File: src/include/sccr_pkg.sv
/*
  Constants for the socket card control register pair: offsets, bit
  positions, reset values and mode codes.
  Assumes a byte-wide configuration access port for functions 0 and 1.
*/
// Operation
// - Ring output enable bit 7 drives ring-indicate output; resets to 0.
// - Global bits held once, shared by both functions, written via function 0.
// - Video-port float enable bit 6 floats that socket's video terminals.
// - Both floating: priority bit 5 picks socket 0 or socket 1 select.
// - Audio-to-multifunction bit 2 routes card audio to multifunction terminal.
// - Both sockets routing audio: socket 0 wins the multifunction terminal.
// - Speaker enable bit 1 routes speaker inputs, XORed across sockets.
// - Speaker output driven only while some function's speaker enable is set.
// - Card interrupt flag bit 0 set on that socket's functional interrupt.
// - Writing 1 clears card interrupt flag; writing 0 ignored; resets 0.
// - Card control bits 4 and 3 read 0.
// - Power lock bit 7 blocks socket power-down while function in D3.
// - Global 3-V force bit 6 reports 3-V capability; resets to 1.
// - Device control bit 5 is read/write diagnostic, resets to 1.
// - Device control bit 4 reads 0, writes ignored.
// - Interrupt mode bits 2:1 select signalling scheme; reset 11.
// - Device control at offset 92h in both functions, resets to 66h.
package sccr_pkg;
  localparam logic [7:0] CARD_CTRL_OFS   = 8'h91;
  localparam logic [7:0] DEV_CTRL_OFS    = 8'h92;
  localparam logic [7:0] DEV_CTRL_RST    = 8'h66;
  localparam logic [7:0] CARD_CTRL_RST   = 8'h00;
  localparam logic [7:0] READ_ZERO       = 8'h00;
  // Card control bits
  localparam int CC_RING_EN   = 7;
  localparam int CC_VID_FLOAT = 6;
  localparam int CC_PRIORITY  = 5;
  localparam int CC_AUD2MF    = 2;
  localparam int CC_SPK_EN    = 1;
  localparam int CC_IRQ_FLAG  = 0;
  // Device control bits
  localparam int DC_PWR_HOLD  = 7;
  localparam int DC_LV_FORCE  = 6;
  localparam int DC_DIAG      = 5;
  localparam int DC_TEST      = 3;
  localparam int DC_MODE_HI   = 2;
  localparam int DC_MODE_LO   = 1;
  localparam int DC_TEST0     = 0;
  // Interrupt signalling modes
  typedef enum logic [1:0]
  {
    SCCR_MODE_PARALLEL = 2'h0,
    SCCR_MODE_RSVD     = 2'h1,
    SCCR_MODE_SER_INTAB = 2'h2,
    SCCR_MODE_SERIAL   = 2'h3
  } sccr_mode_e;
endpackage : sccr_pkg

File: src/hw/sccr_regs.sv
/*
  Card control and device control registers for two socket functions,
  with the socket-side routing they steer.
  Assumes configuration accesses and socket inputs synchronous to i_clk.
*/
`timescale 1ns/1ps
module sccr_regs
(
  // Clock and reset
  input  wire logic       i_clk,
  input  wire logic       i_rstn,
  // Configuration access
  input  wire logic       i_cfg_wr,
  input  wire logic       i_cfg_rd,
  input  wire logic       i_cfg_func,
  input  wire logic [7:0] i_cfg_addr,
  input  wire logic [7:0] i_cfg_wdata,
  output logic      [7:0] o_cfg_rdata,
  output logic            o_cfg_ack,
  // Ring indicate
  input  wire logic       i_ring_source,
  output logic            o_ring_indicate_output,
  output logic            o_ring_indicate_output_oe,
  // Video port
  output logic      [1:0] o_video_port_float_enable,
  output logic            o_video_select_socket_a_n,
  output logic            o_video_select_socket_b_n,
  // Audio
  input  wire logic [1:0] i_card_audio_input,
  input  wire logic [1:0] i_card_speaker_input,
  output logic            o_multifunction_terminal,
  output logic            o_speaker_output,
  output logic            o_speaker_output_oe,
  // Card interrupts and power
  input  wire logic [1:0] i_card_func_irq,
  input  wire logic [1:0] i_func_in_d3,
  input  wire logic [1:0] i_power_down_req,
  output logic      [1:0] o_socket_power_down,
  // Global status
  output logic            o_low_voltage_capable,
  output logic      [1:0] o_intr_mode_f0,
  output logic      [1:0] o_intr_mode_f1
);

  logic       ring_en_q;
  logic [1:0] vid_float_q;
  logic [1:0] prio_q;
  logic [1:0] aud2mf_q;
  logic [1:0] spk_en_q;
  logic [1:0] irq_flag_q;
  logic [1:0] pwr_hold_q;
  logic [1:0] diag_q;
  logic [1:0] mode_hi_q;
  logic [1:0] mode_lo_q;
  logic       lv_force_q;
  logic       test_q;
  logic       test0_q;
  logic       cc_wr;
  logic       dc_wr;
  logic       glob_wr;
  logic [7:0] rd_d;

  assign cc_wr   = i_cfg_wr && (i_cfg_addr == sccr_pkg::CARD_CTRL_OFS);
  assign dc_wr   = i_cfg_wr && (i_cfg_addr == sccr_pkg::DEV_CTRL_OFS);
  assign glob_wr = !i_cfg_func;

  always_ff @(posedge i_clk or negedge i_rstn)
  begin
    if (!i_rstn)
    begin
      vid_float_q <= {2{sccr_pkg::CARD_CTRL_RST[sccr_pkg::CC_VID_FLOAT]}};
      prio_q      <= {2{sccr_pkg::CARD_CTRL_RST[sccr_pkg::CC_PRIORITY]}};
    end
    else if (cc_wr)
    begin
      vid_float_q[i_cfg_func] <= i_cfg_wdata[sccr_pkg::CC_VID_FLOAT];
      prio_q[i_cfg_func]      <= i_cfg_wdata[sccr_pkg::CC_PRIORITY];
    end
  end

  always_ff @(posedge i_clk or negedge i_rstn)
  begin
    if (!i_rstn)
      aud2mf_q <= {2{sccr_pkg::CARD_CTRL_RST[sccr_pkg::CC_AUD2MF]}};
    else if (cc_wr)
      aud2mf_q[i_cfg_func] <= i_cfg_wdata[sccr_pkg::CC_AUD2MF];
  end

  always_ff @(posedge i_clk or negedge i_rstn)
  begin
    if (!i_rstn)
      spk_en_q <= {2{sccr_pkg::CARD_CTRL_RST[sccr_pkg::CC_SPK_EN]}};
    else if (cc_wr)
      spk_en_q[i_cfg_func] <= i_cfg_wdata[sccr_pkg::CC_SPK_EN];
  end

  always_ff @(posedge i_clk or negedge i_rstn)
  begin
    if (!i_rstn)
      ring_en_q <= sccr_pkg::CARD_CTRL_RST[sccr_pkg::CC_RING_EN];
    else if (cc_wr && glob_wr)
      ring_en_q <= i_cfg_wdata[sccr_pkg::CC_RING_EN];
  end

  always_ff @(posedge i_clk or negedge i_rstn)
  begin
    if (!i_rstn)
      irq_flag_q <= 2'h0;
    else
    begin
      for (int s = 0; s < 2; s++)
      begin
        if (i_card_func_irq[s])
          irq_flag_q[s] <= 1'b1;
        else if (cc_wr && (i_cfg_func == s[0]) && i_cfg_wdata[sccr_pkg::CC_IRQ_FLAG])
          irq_flag_q[s] <= 1'b0;
      end
    end
  end

  always_ff @(posedge i_clk or negedge i_rstn)
  begin
    if (!i_rstn)
      pwr_hold_q <= {2{sccr_pkg::DEV_CTRL_RST[sccr_pkg::DC_PWR_HOLD]}};
    else if (dc_wr)
      pwr_hold_q[i_cfg_func] <= i_cfg_wdata[sccr_pkg::DC_PWR_HOLD];
  end

  always_ff @(posedge i_clk or negedge i_rstn)
  begin
    if (!i_rstn)
      diag_q <= {2{sccr_pkg::DEV_CTRL_RST[sccr_pkg::DC_DIAG]}};
    else if (dc_wr)
      diag_q[i_cfg_func] <= i_cfg_wdata[sccr_pkg::DC_DIAG];
  end

  always_ff @(posedge i_clk or negedge i_rstn)
  begin
    if (!i_rstn)
    begin
      mode_hi_q <= {2{sccr_pkg::DEV_CTRL_RST[sccr_pkg::DC_MODE_HI]}};
      mode_lo_q <= {2{sccr_pkg::DEV_CTRL_RST[sccr_pkg::DC_MODE_LO]}};
    end
    else if (dc_wr)
    begin
      mode_hi_q[i_cfg_func] <= i_cfg_wdata[sccr_pkg::DC_MODE_HI];
      mode_lo_q[i_cfg_func] <= i_cfg_wdata[sccr_pkg::DC_MODE_LO];
    end
  end

  always_ff @(posedge i_clk or negedge i_rstn)
  begin
    if (!i_rstn)
    begin
      lv_force_q <= sccr_pkg::DEV_CTRL_RST[sccr_pkg::DC_LV_FORCE];
      test_q     <= sccr_pkg::DEV_CTRL_RST[sccr_pkg::DC_TEST];
      test0_q    <= sccr_pkg::DEV_CTRL_RST[sccr_pkg::DC_TEST0];
    end
    else if (dc_wr && glob_wr)
    begin
      lv_force_q <= i_cfg_wdata[sccr_pkg::DC_LV_FORCE];
      test_q     <= i_cfg_wdata[sccr_pkg::DC_TEST];
      test0_q    <= i_cfg_wdata[sccr_pkg::DC_TEST0];
    end
  end

  // Read mux; reserved bits stay zero
  always_comb
  begin
    rd_d = sccr_pkg::READ_ZERO;
    if (i_cfg_addr == sccr_pkg::CARD_CTRL_OFS)
    begin
      rd_d[sccr_pkg::CC_RING_EN]   = ring_en_q;
      rd_d[sccr_pkg::CC_VID_FLOAT] = vid_float_q[i_cfg_func];
      rd_d[sccr_pkg::CC_PRIORITY]  = prio_q[i_cfg_func];
      // Bits 4 and 3 read zero
      rd_d[sccr_pkg::CC_AUD2MF]    = aud2mf_q[i_cfg_func];
      rd_d[sccr_pkg::CC_SPK_EN]    = spk_en_q[i_cfg_func];
      rd_d[sccr_pkg::CC_IRQ_FLAG]  = irq_flag_q[i_cfg_func];
    end
    else if (i_cfg_addr == sccr_pkg::DEV_CTRL_OFS)
    begin
      rd_d[sccr_pkg::DC_PWR_HOLD]  = pwr_hold_q[i_cfg_func];
      rd_d[sccr_pkg::DC_LV_FORCE]  = lv_force_q;
      rd_d[sccr_pkg::DC_DIAG]      = diag_q[i_cfg_func];
      rd_d[sccr_pkg::DC_TEST]      = test_q;
      rd_d[sccr_pkg::DC_MODE_HI]   = mode_hi_q[i_cfg_func];
      rd_d[sccr_pkg::DC_MODE_LO]   = mode_lo_q[i_cfg_func];
      rd_d[sccr_pkg::DC_TEST0]     = test0_q;
    end
  end

  // Unmapped offsets read zero but are still acknowledged
  always_ff @(posedge i_clk or negedge i_rstn)
  begin
    if (!i_rstn)
    begin
      o_cfg_rdata <= sccr_pkg::READ_ZERO;
      o_cfg_ack   <= 1'b0;
    end
    else
    begin
      o_cfg_ack <= i_cfg_rd || i_cfg_wr;
      if (i_cfg_rd)
        o_cfg_rdata <= rd_d;
    end
  end

  // Socket-side outputs, registered
  // Ring output gated
  always_ff @(posedge i_clk or negedge i_rstn)
  begin
    if (!i_rstn)
    begin
      o_ring_indicate_output    <= 1'b0;
      o_ring_indicate_output_oe <= 1'b0;
    end
    else
    begin
      o_ring_indicate_output    <= ring_en_q & i_ring_source;
      o_ring_indicate_output_oe <= ring_en_q;
    end
  end

  always_ff @(posedge i_clk or negedge i_rstn)
  begin
    if (!i_rstn)
    begin
      o_video_port_float_enable <= 2'h0;
      o_video_select_socket_a_n <= 1'b1;
      o_video_select_socket_b_n <= 1'b1;
    end
    else
    begin
      o_video_port_float_enable <= vid_float_q;
      if (&vid_float_q)
      begin
        o_video_select_socket_a_n <= prio_q[0];
        o_video_select_socket_b_n <= !prio_q[0];
      end
      else
      begin
        o_video_select_socket_a_n <= !vid_float_q[0];
        o_video_select_socket_b_n <= !vid_float_q[1];
      end
    end
  end

  always_ff @(posedge i_clk or negedge i_rstn)
  begin
    if (!i_rstn)
      o_multifunction_terminal <= 1'b0;
    else if (aud2mf_q[0])
      o_multifunction_terminal <= i_card_audio_input[0];
    else if (aud2mf_q[1])
      o_multifunction_terminal <= i_card_audio_input[1];
    else
      o_multifunction_terminal <= 1'b0;
  end

  always_ff @(posedge i_clk or negedge i_rstn)
  begin
    if (!i_rstn)
    begin
      o_speaker_output    <= 1'b0;
      o_speaker_output_oe <= 1'b0;
    end
    else
    begin
      o_speaker_output <=
        (spk_en_q[0] & (i_card_speaker_input[0] ^ (i_card_audio_input[0] & !aud2mf_q[0]))) ^
        (spk_en_q[1] & (i_card_speaker_input[1] ^ (i_card_audio_input[1] & !aud2mf_q[1])));
      o_speaker_output_oe <= |spk_en_q;
    end
  end

  always_ff @(posedge i_clk or negedge i_rstn)
  begin
    if (!i_rstn)
      o_socket_power_down <= 2'h0;
    else
      o_socket_power_down <= i_power_down_req & ~(pwr_hold_q & i_func_in_d3);
  end

  assign o_low_voltage_capable = lv_force_q;
  assign o_intr_mode_f0        = {mode_hi_q[0], mode_lo_q[0]};
  assign o_intr_mode_f1        = {mode_hi_q[1], mode_lo_q[1]};

endmodule : sccr_regs

File: config.mk
export PLATFORM = sky130hd
export DESIGN_NAME = sccr_regs
export DESIGN_NICKNAME = d
export VERILOG_FILES = /design/src/include/sccr_pkg.sv /design/src/hw/sccr_regs.sv
export SDC_FILE = /design/constraint.sdc
export NUM_CORES = 1
export LEC_CHECK = 0
export BUFFER_PORTS_ARGS = -buffer_cell sky130_fd_sc_hd__buf_2
export CORE_ASPECT_RATIO = 1.75
export CORE_UTILIZATION = 40
export CTS_CLUSTER_SIZE = 40
export DETAILED_ROUTE_END_ITERATION = 7
export PLACE_DENSITY = 0.65
export SYNTH_ARGS = -nofsm -noshare
export SYNTH_HDL_FRONTEND = slang
export SYNTH_SLANG_ARGS = --single-unit
File: constraint.sdc
create_clock -name i_clk -period 1.5 [get_ports i_clk]
set_input_delay 0.075 -clock i_clk [delete_from_list [all_inputs] [get_ports i_clk]]
set_output_delay 0.075 -clock i_clk [all_outputs]
set_load 0.01 [all_outputs]
==> results.md <==
- CTS max path bufs: 2
- Clock sink total: 41
- Routability cong.: 0.7500
- Largest net degree at the start of global routing: 23
- Setup TNS: 0 ns
- Hold Path Class: input pin to flop
- Per-cell routed wire length: 14.55 microns
- Post-CTS Setup Bufs: 0
- Max frequency: 690.4 MHz
- CTS Buf Count: 5
- Fill cells: 361
- Crit-path max FO: 5
- Arr. time, crit path: 1.63 ns
- Remaining antenna violation count: 0
- First-pass GRT wire length: 5.809 mm
- Post-Syn Nets: 164
- FP Rows: 31
- Clk pin slew, worst setup/hold paths: 0.07 ns
- Status: completed
- Total gr overflow: 0
- Unrepaired setup endpoints after global routing: yes
- Clk root buf: clkbuf_8
- Vias: 1253
- N_diodes: 0
- Initial Utilization: 0.4212
- Share of cells above drive strength 1: 0.5550
- Asr flop ratio synth: 1.000
- Post-route core utilization: 0.5478
- Nets: 231
- Detail Placement HPWL: 2.719 mm
- Synth Area per Inst: 13.24 sq um
- Number of global-route vias before repair: 1213
- Final min period: 1.449 ns
- Port Buffers: 54
- Fin crit share: 0.9657
- WS Path Type: input pin to flop
- Yosys reg bits: 41
- CTS tree: built
- Commonest register cell after synthesis: dfrtp_1
- DRC: 0
- Netlist cell types: 28
- EDFF count, synth: 0
- DR iter-0 viols: 10
- Sequential fraction of the synthesis area: 0.5934
- Total track usage: 0.1734
- Yosys warnings: 0
- Ports: 57
- Mapped Cells: 132
- Power per cell area: 888.6 nW/um^2
- Fin. Hold Viols: 0
- Die X: 51.97 microns
- Worst Setup End Kind: flop
- Die Height: 89.45 microns
- Post-DR vias/cell: 5.032
- Final wirelength: 3.622 mm
- Iteration count of the initial detailed-routing pass: 4
- Slew Limit Fails: 0
- Initial antenna violation count: 0
- Peak VDD IR: 0.0005966 V
- Clock skew: 0.002977 ns
- Syn Std Cell Area: 1748 sq um
- CP Launch Type: input pin
- Static Leakage: 0.001109 uW
- Crit path required time: 1.68 ns
- Layout area overhead: 30.06%
- Max Cap Viol: 0
- DIE AREA: 4649 sq um
- Setup-failing EPs final: 0
- Later-pin clock latency in the skew report: 0.29 ns
- H-tree lvl count: 2
- Core area: 4150 sq um
cells in the final DEF, fill, tap and decap left out, types with 2 or more instances in the layout:
master         count
dfstp_2            9
o21ai_0            4
buf_4              5
or2_2              2
nand2_1            8
o22ai_1            6
nand2b_1           2
clkbuf_8           5
a21boi_0           2
inv_1              8
clkinv_2           2
dlygate4sd3_1      6
and4_4             2
nor2b_1            3
a21o_1             2
mux2_2            20
dfrtp_1           32
mux2_4             8
nand3_2            2
a22oi_1            6
xnor2_1            2
buf_2             53
logic make-up after synthesis:
| kind of cell | share of synthesized area |
|---|---|
| buf+inv | 0.03006 |
| other cells | 0.002145 |
| mux | 0.1804 |
| flops | 0.5934 |
| compound gates | 0.07587 |
| simple gates | 0.1031 |
| xor+xnor | 0.01503 |
layout make-up:
| type | instances | area [sq um] | share of cell area |
|---|---|---|---|
| Clock inverter | 2 | 10.01 | 0.004403 |
| Timing Repair Buffer | 65 | 374.1 | 0.1646 |
| Sequential cell | 41 | 1037 | 0.4562 |
| Clock buffer | 6 | 72.57 | 0.03192 |
| Inverter | 8 | 30.03 | 0.01321 |
| Multi-Input combinational cell | 78 | 688.2 | 0.3027 |
| Tap cell | 49 | 61.31 | 0.02697 |
per-layer routing:
metal | global-route usage | part of all wire | vias up | routed length [microns]
li1 | - | - | 596 | -
met1 | 0.2113 | 0.39 | 610 | 1429
met2 | 0.2774 | 0.54 | 40 | 1951
met3 | 0.03571 | 0.044 | 7 | 158
met4 | 0.1032 | 0.023 | 0 | 83
met5 | 0 | 0 | - | 0
Yosys cell counts, types with 3 or more instances:
cell,n,area [sq um]
nor2b_1,3,18.77
mux2_2,27,304.0
clkbuf_1,4,15.01
dfrtp_1,32,800.8
o22ai_1,6,37.54
nand2_1,8,30.03
dfstp_2,9,236.5
a22oi_1,6,45.04
o21ai_0,4,20.02
inv_1,8,30.03
flip-flops by register name, indices dropped and copies added, names as in the netlist, 2 cells and up:
register	cells
o_cfg_rdata	7
aud2mf_q	2
diag_q	2
irq_flag_q	2
mode_hi_q	2
mode_lo_q	2
o_socket_power_down	2
o_video_port_float_enable	2
prio_q	2
pwr_hold_q	2
spk_en_q	2
vid_float_q	2
per-stage QoR:
stage | hold WS [ns] | area (sq um) | total power [uW] | cells | setup WS (ns)
6_report | 0.02186 | 2273 | 2020 | 249 | 0.05146
3_3_place_gp | 0.05164 | 2110 | 1341 | 235 | -0.2334
4_1_cts | 0.007304 | 2252 | 2044 | 249 | 0.05115
3_5_place_dp | 0.05992 | 2110 | 1346 | 235 | -0.2549
2_1_floorplan | -0.2206 | 1763 | 1241 | 132 | -0.1637
5_1_grt | 0.02062 | 2273 | 2107 | 249 | -0.006089
path summary, 6_finish.rpt:
| check | slack (ns) | end | start | cells after the start |
|---|---|---|---|---|
| worst max-delay path | 0.05 | prio_q[1]$_DFFE_PN0P_ | i_cfg_addr[6] | 5 |
| worst min-delay path | 0.02 | o_multifunction_terminal$_DFF_PN0_ | i_card_audio_input[0] | 3 |
| worst max register to register | 0.36 | o_cfg_rdata[1]$_DFFE_PN0P_ | spk_en_q[1]$_DFFE_PN0P_ | 3 |
| worst min register to register | 0.44 | o_video_port_float_enable[0]$_DFF_PN0_ | vid_float_q[0]$_DFFE_PN0P_ | 0 |
| max in group asynchronous | 0.63 | diag_q[0]$_DFFE_PN1P_ | i_rstn | 3 |
| min in group asynchronous | 0.26 | prio_q[0]$_DFFE_PN0P_ | i_rstn | 2 |
worst max-delay path, stage by stage:
cell and delay (ns):
buf_6 0.09, or4b_4 0.53, nor3b_4 0.30, and4_4 0.32, mux2_4 0.31
what timing repair did:
action,CTS,global route
hold endpoints to repair,17,0
setup endpoints to repair,0,3
hold buffers,6,0
resized for setup,0,5
report_power, final:
group / switching [uW] / internal, uW / total [uW]
registers: 14.4 / 1140 / 1150
clock network: 359 / 322 / 682
logic: 93.1 / 94.8 / 188
No activity file was read; power rests on OpenSTA's default activity.
